===== src/logic/ddr2_spacing_pkg.sv =====
// Functional notes
// RULE_01 - Activates to different banks spaced 7.5 ns (by-eight) or 10 ns (by-sixteen).
// RULE_02 - Activate-to-activate spacing never below two clock cycles.
// RULE_03 - Read or write commands at least 2 cycles apart.
// RULE_04 - After write with auto-precharge, wait write recovery plus precharge cycles.
// RULE_05 - Read after write waits 7.5 ns from internal write end.
// RULE_06 - Precharge after read waits 7.5 ns from internal read point.
// RULE_07 - Read to precharge at least additive latency plus half burst length.
// RULE_08 - Clock enable held at each level at least 3 cycles.
// RULE_09 - Self refresh exit to non-read command waits refresh time plus 10 ns.
// RULE_10 - Self refresh exit to read waits 200 cycles; a write or power-down exit in between cuts the read wait short.
// RULE_11 - Precharge power-down exit waits 2 cycles before any command.
// RULE_12 - Fast active power-down exit allows read after 2 cycles.
// RULE_13 - Slow active power-down exit read waits 7 or 8 minus additive latency; a write in between reloads the read timer with the write-to-read wait.
// RULE_14 - Mode bit twelve picks fast or slow exit; controller applies matching delay.
// RULE_15 - Termination control settled 3 cycles before power-down entry.
// RULE_16 - After power-down exit, 8 cycles before relying on termination control.
// RULE_17 - Any command after mode register set waits 2 cycles.
// RULE_18 - Strobe single-ended or differential per extended mode strobe-enable bit.
// RULE_19 - Nanosecond spacings become whole cycles, rounded up at clock period.
package ddr2_spacing_pkg;

    // ----------------------------------------------------------------
    // Clock and timing figures
    // ----------------------------------------------------------------
    localparam int CLK_PERIOD_PS     = 5000;
    localparam int ACT_ACT_X8_PS     = 7500;
    localparam int ACT_ACT_X16_PS    = 10000;
    localparam int WRITE_READ_PS     = 7500;
    localparam int READ_PRE_PS       = 7500;
    localparam int SREF_EXTRA_PS     = 10000;
    localparam int REFRESH_CYCLE_PS  = 105000;

    // Rounded up to whole cycles
    localparam int ACT_ACT_X8_CYC   = (ACT_ACT_X8_PS + CLK_PERIOD_PS - 1) / CLK_PERIOD_PS;
    localparam int ACT_ACT_X16_CYC  = (ACT_ACT_X16_PS + CLK_PERIOD_PS - 1) / CLK_PERIOD_PS;
    localparam int WRITE_READ_CYC   = (WRITE_READ_PS + CLK_PERIOD_PS - 1) / CLK_PERIOD_PS;
    localparam int READ_PRE_CYC     = (READ_PRE_PS + CLK_PERIOD_PS - 1) / CLK_PERIOD_PS;
    localparam int SREF_NONREAD_CYC =
        (REFRESH_CYCLE_PS + SREF_EXTRA_PS + CLK_PERIOD_PS - 1) / CLK_PERIOD_PS;

    localparam int ACT_ACT_MIN_CYC   = 2;
    localparam int COL_COL_CYC       = 2;
    localparam int CKE_MIN_CYC       = 3;
    localparam int SREF_READ_CYC     = 200;
    localparam int PPD_EXIT_CYC      = 2;
    localparam int FAST_EXIT_CYC     = 2;
    localparam int SLOW_EXIT_BASE_LO = 7;
    localparam int SLOW_EXIT_BASE_HI = 8;
    localparam int ODT_PD_ENTRY_CYC  = 3;
    localparam int ODT_PD_EXIT_CYC   = 8;
    localparam int MODE_SET_CYC      = 2;

    localparam int CNT_W = 8;

    // ----------------------------------------------------------------
    // Commands
    // ----------------------------------------------------------------
    typedef enum logic [3:0] {
        CMD_NOP, CMD_ACT, CMD_RD, CMD_WR, CMD_WRA, CMD_RDA, CMD_PRE,
        CMD_REF, CMD_MRS, CMD_SREF_ENTER, CMD_SREF_EXIT, CMD_PD_ENTER,
        CMD_PD_EXIT
    } cmd_e;

    localparam int MODE_EXIT_BIT   = 12;
    localparam int EMODE_STROBE_BIT = 10;

endpackage : ddr2_spacing_pkg


===== src/logic/ddr2_spacing_ctrl.sv =====
`timescale 1ns/1ps
`default_nettype none
module ddr2_spacing_ctrl
    import ddr2_spacing_pkg::*;
#(
    parameter bit       WIDE_PART   = 1'b0,
    parameter bit       FAST_GRADE  = 1'b1,
    parameter int       AL          = 0,
    parameter int       BURST_LEN   = 4,
    parameter int       WR_CYC      = 3,
    parameter int       RP_CYC      = 3
) (
    input  wire logic        clk,
    input  wire logic        arst_n,
    input  wire logic        req_valid,
    input  wire logic [3:0]  req_cmd,
    input  wire logic [15:0] req_addr,
    input  wire logic        req_odt,
    output logic             req_ready,
    output logic             cmd_valid,
    output logic [3:0]       cmd,
    output logic [15:0]      cmd_addr,
    output logic             cke,
    output logic             odt,
    output logic             odt_reliable,
    output logic             strobe_diff,
    output logic             slow_exit
);
    typedef struct packed {
        logic        ready;
        logic        valid;
        logic [3:0]  cmd;
        logic [15:0] addr;
        logic        cke;
        logic        odt;
        logic        odt_ok;
        logic        diff;
        logic        slow;
        logic        act_pd;
        logic        in_sref;
        logic        row_open;
    } ctrl_s;

    ctrl_s state;
    ctrl_s next_state;

    // ----------------------------------------------------------------
    // Spacing timers, one per constraint class
    // ----------------------------------------------------------------
    localparam int NT = 10;
    localparam int T_ACT = 0, T_COL = 1, T_RD = 2, T_PRE = 3, T_ANY = 4;
    localparam int T_CKE = 5, T_ODT = 6, T_ODTX = 7, T_WRA = 8, T_SRNR = 9;

    logic [NT-1:0]    ld;
    logic [CNT_W-1:0] val [NT];
    logic [NT-1:0]    ok;

    genvar g;
    generate
        for (g = 0; g < NT; g++) begin : g_tmr
            spacing_timer #(.W(CNT_W)) u_tmr (
                .clk    (clk),
                .arst_n (arst_n),
                .load   (ld[g]),
                .value  (val[g]),
                .done   (ok[g])
            );
        end
    endgenerate

    // Derived cycle counts; the counter reads done one cycle after load
    localparam int ACT_NS_CYC = WIDE_PART ? ACT_ACT_X16_CYC : ACT_ACT_X8_CYC;
    localparam int ACT_CYC    = ACT_NS_CYC < ACT_ACT_MIN_CYC ? ACT_ACT_MIN_CYC : ACT_NS_CYC;
    localparam int RP_MIN     = AL + BURST_LEN / 2;
    // Internal read point sits AL cycles after the read
    localparam int RD_PRE_CYC = RP_MIN > AL + READ_PRE_CYC ? RP_MIN : AL + READ_PRE_CYC;
    localparam int WR_END_CYC = AL + BURST_LEN / 2 + WRITE_READ_CYC;
    localparam int SLOW_BASE  = FAST_GRADE ? SLOW_EXIT_BASE_HI : SLOW_EXIT_BASE_LO;
    localparam int SLOW_CYC   = SLOW_BASE - AL < 1 ? 1 : SLOW_BASE - AL;

    function automatic logic [CNT_W-1:0] cy(input int n);
        cy = CNT_W'(n - 1);
    endfunction

    cmd_e c;
    logic legal;
    logic ready_pulse;

    // ----------------------------------------------------------------
    // Legality of the pending command against all open spacings
    // ----------------------------------------------------------------
    always_comb begin
        c     = cmd_e'(req_cmd);
        legal = ok[T_ANY] && ok[T_CKE];
        unique case (c)
            CMD_ACT: legal = legal && ok[T_ACT] && ok[T_WRA] && ok[T_SRNR]; // RULE_01 RULE_04
            CMD_RD, CMD_RDA: legal = legal && ok[T_COL] && ok[T_RD];   // RULE_03 RULE_05
            CMD_WR, CMD_WRA: legal = legal && ok[T_COL] && ok[T_SRNR]; // RULE_03
            CMD_PRE: legal = legal && ok[T_PRE] && ok[T_SRNR];         // RULE_06 RULE_07
            CMD_PD_ENTER, CMD_SREF_ENTER: begin
                // A termination change in the entry cycle would void the settle window
                legal = legal && ok[T_ODT] && ok[T_SRNR] && (req_odt == state.odt); // RULE_15
            end
            default: legal = legal && ok[T_SRNR];                      // RULE_09
        endcase
        ready_pulse = !state.valid && legal;
    end

    // ----------------------------------------------------------------
    // Issue and timer loads
    // ----------------------------------------------------------------
    always_comb begin
        next_state       = state;
        next_state.valid = 1'b0;
        next_state.ready = ready_pulse && !req_valid;
        ld               = '0;
        for (int i = 0; i < NT; i++) begin
            val[i] = '0;
        end
        // Termination change restarts its settle window before power-down
        if (req_odt != state.odt) begin
            next_state.odt = req_odt;
            ld[T_ODT]  = 1'b1;                                         // RULE_15
            val[T_ODT] = cy(ODT_PD_ENTRY_CYC);
        end
        if (req_valid && ready_pulse) begin
            next_state.valid = 1'b1;
            next_state.ready = 1'b1;
            next_state.cmd   = req_cmd;
            next_state.addr  = req_addr;
            unique case (c)
                CMD_ACT: begin
                    next_state.row_open = 1'b1;
                    ld[T_ACT]  = 1'b1;                                 // RULE_01 RULE_02
                    val[T_ACT] = cy(ACT_CYC);                          // RULE_19
                end
                CMD_RD, CMD_RDA: begin
                    ld[T_COL]  = 1'b1;                                 // RULE_03
                    val[T_COL] = cy(COL_COL_CYC);
                    ld[T_PRE]  = 1'b1;                                 // RULE_06 RULE_07
                    val[T_PRE] = cy(RD_PRE_CYC);
                end
                CMD_WR, CMD_WRA: begin
                    ld[T_COL]  = 1'b1;
                    val[T_COL] = cy(COL_COL_CYC);
                    ld[T_RD]   = 1'b1;                                 // RULE_05
                    val[T_RD]  = cy(WR_END_CYC);
                    if (c == CMD_WRA) begin
                        ld[T_WRA]  = 1'b1;                             // RULE_04
                        val[T_WRA] = cy(WR_END_CYC - WRITE_READ_CYC + WR_CYC + RP_CYC);
                    end
                end
                CMD_MRS: begin
                    ld[T_ANY]  = 1'b1;                                 // RULE_17
                    val[T_ANY] = cy(MODE_SET_CYC);
                    // Bit twelve of the mode word picks exit speed
                    if (req_addr[15:14] == 2'b00) begin
                        next_state.slow = req_addr[MODE_EXIT_BIT];     // RULE_14
                    end else if (req_addr[15:14] == 2'b01) begin
                        next_state.diff = !req_addr[EMODE_STROBE_BIT]; // RULE_18
                    end
                end
                CMD_PD_ENTER, CMD_SREF_ENTER: begin
                    next_state.cke     = 1'b0;
                    next_state.odt_ok  = 1'b0;
                    // Any row opened since the last refresh counts as active power-down;
                    // no bank tracking, so a plain precharge never clears it (safe side)
                    next_state.act_pd  = state.row_open;
                    next_state.in_sref = (c == CMD_SREF_ENTER);
                    if (c == CMD_SREF_ENTER) begin
                        next_state.row_open = 1'b0;
                    end
                    ld[T_CKE]  = 1'b1;                                 // RULE_08
                    val[T_CKE] = cy(CKE_MIN_CYC);
                end
                CMD_PD_EXIT, CMD_SREF_EXIT: begin
                    next_state.cke = 1'b1;
                    ld[T_CKE]  = 1'b1;                                 // RULE_08
                    val[T_CKE] = cy(CKE_MIN_CYC);
                    ld[T_ODTX]  = 1'b1;                                // RULE_16
                    val[T_ODTX] = cy(ODT_PD_EXIT_CYC);
                    ld[T_ANY]   = 1'b1;                                // RULE_11
                    val[T_ANY]  = cy(PPD_EXIT_CYC);
                    ld[T_RD]    = 1'b1;
                    if (state.in_sref) begin
                        val[T_RD]    = cy(SREF_READ_CYC);              // RULE_10
                        ld[T_SRNR]   = 1'b1;                           // RULE_09
                        val[T_SRNR]  = cy(SREF_NONREAD_CYC);
                    end else if (state.act_pd && state.slow) begin
                        val[T_RD] = cy(SLOW_CYC);                      // RULE_13
                    end else begin
                        val[T_RD] = cy(FAST_EXIT_CYC);                 // RULE_12
                    end
                    next_state.in_sref = 1'b0;
                end
                CMD_REF: begin
                    // Refresh needs every bank idle, so no row is open after it
                    next_state.row_open = 1'b0;
                end
                default: begin
                end
            endcase
        end
        // Next clock enable, so the clear at power-down entry is not undone
        if (next_state.cke && ok[T_ODTX] && !ld[T_ODTX]) begin
            next_state.odt_ok = 1'b1;                                  // RULE_16
        end
    end

    // State register; reset leaves clock enable high and termination trusted
    always_ff @(posedge clk or negedge arst_n) begin
        if (!arst_n) begin
            state <= '{cke: 1'b1, odt_ok: 1'b1, diff: 1'b1, default: '0};
        end else begin
            state <= next_state;
        end
    end

    // Outputs straight from the state flops
    assign req_ready    = state.ready;
    assign cmd_valid    = state.valid;
    assign cmd          = state.cmd;
    assign cmd_addr     = state.addr;
    assign cke          = state.cke;
    assign odt          = state.odt;
    assign odt_reliable = state.odt_ok;
    assign strobe_diff  = state.diff;
    assign slow_exit    = state.slow;
endmodule : ddr2_spacing_ctrl
`default_nettype wire


===== src/logic/spacing_timer.sv =====
`timescale 1ns/1ps
`default_nettype none
module spacing_timer
    import ddr2_spacing_pkg::*;
#(
    parameter int W = CNT_W
) (
    input  wire logic         clk,
    input  wire logic         arst_n,
    input  wire logic         load,
    input  wire logic [W-1:0] value,
    output logic              done
);
    typedef struct packed {
        logic [W-1:0] cnt;
    } timer_s;

    timer_s state;
    timer_s next_state;

    // ----------------------------------------------------------------
    // Down counter; a load of n keeps done low n cycles
    // ----------------------------------------------------------------
    always_comb begin
        next_state = state;
        if (load) begin
            next_state.cnt = value;
        end else if (state.cnt != '0) begin
            next_state.cnt = state.cnt - W'(1);
        end
    end

    always_ff @(posedge clk or negedge arst_n) begin
        if (!arst_n) begin
            state <= '0;
        end else begin
            state <= next_state;
        end
    end

    assign done = (state.cnt == '0);
endmodule : spacing_timer
`default_nettype wire


===== config.mk =====
export PLATFORM = sky130hd
export DESIGN_NAME = ddr2_spacing_ctrl
export DESIGN_NICKNAME = d
export VERILOG_FILES = /design/src/logic/ddr2_spacing_pkg.sv /design/src/logic/ddr2_spacing_ctrl.sv /design/src/logic/spacing_timer.sv
export SDC_FILE = /design/constraint.sdc
export NUM_CORES = 1
export LEC_CHECK = 0
export BUFFER_PORTS_ARGS = -buffer_cell sky130_fd_sc_hd__buf_4
export CELL_PAD_IN_SITES_DETAIL_PLACEMENT = 0
export CELL_PAD_IN_SITES_GLOBAL_PLACEMENT = 1
export CORE_AREA = 5 5 127 129
export DETAILED_ROUTE_END_ITERATION = 12
export DIE_AREA = 0 0 132 134
export GPL_TIMING_DRIVEN = 1
export HOLD_SLACK_MARGIN = 0.1
export PLACE_DENSITY_LB_ADDON = 0.1
export SLEW_MARGIN = 20
export SYNTH_ARGS = -nofsm -noshare
export SYNTH_HDL_FRONTEND = slang
export SYNTH_SLANG_ARGS = --single-unit

===== constraint.sdc =====
create_clock -name clk -period 7.55 [get_ports clk]
set_input_delay 1.8875 -clock clk [delete_from_list [all_inputs] [get_ports clk]]
set_output_delay 1.8875 -clock clk [all_outputs]
set_load 0.05 [all_outputs]

==> summary.md <==
| Metric | Value |
|---|---|
| Max VDD drop | `approximately 120 µV` |
| Layout area overhead | `11.7%` |
| DR pass1 iterations | `4` |
| DR vias/cell | `around 5` |
| Area after DPL | `roughly 0.0062 mm²` |
| Reg clk slew, reported paths | `~70 ps` |
| Residual DRC | `0` |
| Pin count of the biggest net entering global routing | `60` |
| Gp weighted congestion | `roughly 0.75` |
| Filler cell count in the final layout | `1451` |
| Async SR Flop Fraction | `100%` |
| Most used cell, CP | `buf_4` |
| Hold Crit Depth | `2` |
| Register bit total from synthesis | `110` |
| Critical Path Fanout Max | `21` |
| Area contributors post-synth | `dfrtp_1 46%, xnor2_1 5.9%, ha_1 4.1%` |
| Status | `completed` |
| IO Port Bufs | `50` |
| Max-cap violations | `0` |
| Postcts setup bufs | `0` |
| Syn Area/Cell | `10.2 µm²` |
| Period minus WS final | `between 4000 and 5000 ps` |
| Sequential share of the synthesized area | `around 48%` |
| Clk root buf | `clkbuf_16` |
| CP Cell Sequence | `buf_4 > nor4b_1 > a31oi_1 > o32ai_1 > a221oi_2 > buf_4 > nor2_2 > a21oi_1` |
| Dpl cells | `773` |
| Nets | `between 600 and 700` |
| Main synth FF type | `dfrtp_1` |
| Leakage | `~2.8 nW` |
| R2R cell count | `9` |
| Buffers plus inverters on the worst setup path | `2` |
| Die W | `between 100 and 150 µm` |
| Drt wl/cell | `around 15 µm` |
| Power Density | `321 mW/mm²` |
| Highest clock rate | `225 MHz` |
| Row count | `between 40 and 50` |
| Crit start category | `input pin` |
| Post-Layout Cell Count | `around 800` |
| Routed wire length | `between 10000 and 15000 µm` |
| Sink Count | `110` |
| I/O Pins | `51` |
| Post-route ant nets | `0` |
| Longest Clk Path Bufs | `2` |
| CP Class | `input pin to flip-flop` |
| Final hold slack | `478 ps` |
| Worst slack at placement | `around 2800 ps` |
| Worst slew pin tran | `1070 ps` |
| Yosys warnings | `0` |
| Fin crit share | `between 50% and 60%` |
| Family with the most delay on the worst path | `simple AND/OR/NAND/NOR gates` |
| Setup violators final | `0` |
| Worst clock skew | `6.22 ps` |
| Die area | `about 0.018 mm²` |
| Crit path DAT | `between 4000 and 5000 ps` |
| CTS Buf Count | `9` |
| GRT Resource Usage Total | `between 10% and 20%` |
| Area leader, netlist | `dfrtp_1` |
| Vias | `between 4000 and 5000` |
| HP Class | `flip-flop to flip-flop` |
| Core footprint | `between 0.01 and 0.015 mm²` |
| Crit-path max cell delay | `~930 ps` |
| Final worst setup slack | `between 3000 and 4000 ps` |
| Number of distinct library cells after synthesis | `a little under 60` |
| Post-Syn Area | `approximately 0.0058 mm²` |
| Htree depth | `3` |
| Setup crit end kind | `flip-flop` |
| Skew-Pair Late Insertion Delay | `~350 ps` |
| CTS resizes | `0` |
| Share of the synthesized area in the top cell type | `a little under half` |
| CTS tree | `done` |
| Final core utilization | `43.2%` |
| Post-Synthesis Net Count | `609` |
| Layout cells sized above 1 | `between 10% and 20%` |
| Post-route cell area | `roughly 0.0064 mm²` |
| Initial Util | `approximately two fifths` |
| Post-DP HPWL | `8800 µm` |
| Pwr Total | `around 2.1 mW` |
| Worst path slowest cell | `nor4b_1` |
| # diodes | `0` |
| Slew HR | `about 28%` |
| Synthesized instance count | `roughly 570` |
| Die Y | `134 µm` |
| Worst Path Required | `7720 ps` |
| Setup TNS | `0 ps` |
| Unrepaired setup endpoints after global routing | `false` |
| Post-synth EDFFs | `0` |
| Final Hold Viols | `0` |
| Final slew viol count | `0` |
| First-pass GRT wire length | `20500 µm` |
| Grt total ovfl | `0` |
| Cell count along the critical path | `8` |
| CTS Hold Bufs | `0` |
| Initial antenna violation count | `0` |
| Drt first-iter violations | `roughly 240` |
| Vias in the first global route | `3931` |
final timing paths:
check	startpoint	endpoint	slack [ps]
setup / recovery	req_cmd[3]	g_tmr[8].u_tmr.state[6]$_DFFE_PN0P_	3100
hold / removal	odt_reliable$_DFFE_PN1P_	odt_reliable$_DFFE_PN1P_	480
setup reg to reg	g_tmr[5].u_tmr.state[0]$_DFFE_PN0P_	g_tmr[8].u_tmr.state[6]$_DFFE_PN0P_	4330
hold reg to reg	odt_reliable$_DFFE_PN1P_	odt_reliable$_DFFE_PN1P_	480
max in group asynchronous	arst_n	g_tmr[9].u_tmr.state[1]$_DFFE_PN0P_	4740
min in group asynchronous	arst_n	cmd_addr[4]$_DFFE_PN0N_	1600
placed cells by master (no fill, tap or decap), types with 11 or more instances in the layout:
| master | n |
|---|---|
| ha_1 | 19 |
| nor3_1 | 23 |
| xor2_1 | 18 |
| dfrtp_1 | 107 |
| nand3_1 | 15 |
| mux2_2 | 11 |
| nand2_1 | 48 |
| buf_4 | 52 |
| xnor2_1 | 39 |
| nor2_1 | 36 |
| a21oi_1 | 32 |
| o21ai_0 | 30 |
| inv_1 | 31 |
| nor4_1 | 14 |
cell type report:
cell class	instances	area, µm²	share of cell area, %
Timing Repair Buffer	52	390	6.05
Clock inverter	2	35.0	0.543
Inverter	32	120	1.86
Tap cell	188	235	3.65
Sequential cell	110	2760	42.8
Multi-Input combinational cell	391	2670	41.5
Clock buffer	12	236	3.67
cells by family (layout without fill, tap and decap cells):
logic type / after synthesis / count (layout) / synth area share (%)
xor gates and xnor gates: 57 / 57 / 8.65
muxes: 23 / 23 / 5.12
buffers and inverters: 65 / 98 / 5.92
AOI/OAI and AO/OA: 93 / 93 / 9.60
DFF: 110 / 110 / 47.8
adders and majority gates: 19 / 19 / 4.12
and+or+nand+nor: 199 / 199 / 18.8
power breakdown:
part / internal, mW / switching, mW / total [mW]
Sequential: 0.780 / 0.191 / 0.971
Combinational: 0.304 / 0.333 / 0.638
Clock: 0.254 / 0.206 / 0.460
Total: 1.34 / 0.730 / 2.07
cells in the mapped netlist (all sizes together), types with 2 or more instances:
cell type / instances
o21ai: 31
xnor2: 39
ha: 19
a31oi: 6
nor4b: 4
or3b: 2
dfstp: 3
nor2: 37
or4: 8
nand2b: 7
a21o: 5
nor3b: 5
and2: 2
nand4: 4
nor2b: 6
nor3: 24
o32ai: 2
nand3: 15
a221oi: 2
nor4: 19
a21oi: 32
o31ai: 4
inv: 31
nand2: 49
clkbuf: 5
or3: 11
nand3b: 2
xor2: 18
buf: 28
a31o: 2
a21boi: 2
mux2: 22
dfrtp: 107
state kept, by name, summed over array words and instances (netlist names):
register / count
cke: 1
cmd: 4
cmd_addr: 16
cmd_valid: 1
g_tmr.u_tmr.state: 80
odt: 1
odt_reliable: 1
req_ready: 1
slow_exit: 1
state: 3
strobe_diff: 1
worst min-delay path, cell delays in order, from the launching register on:
cell	delay (ps)
dfstp_2	380
inv_1	40
a21oi_1	60
per-layer routing:
layer	vias up	share of wire (%)	routed length [µm]	global-route usage (%)
met3	10	5.1	626	4.16
met1	1947	49	5910	20.1
met5	-	0	0	0
met4	0	1.6	192	4.06
li1	2008	-	-	-
met2	79	45	5430	21.4
(Power assumes the default switching activity.)
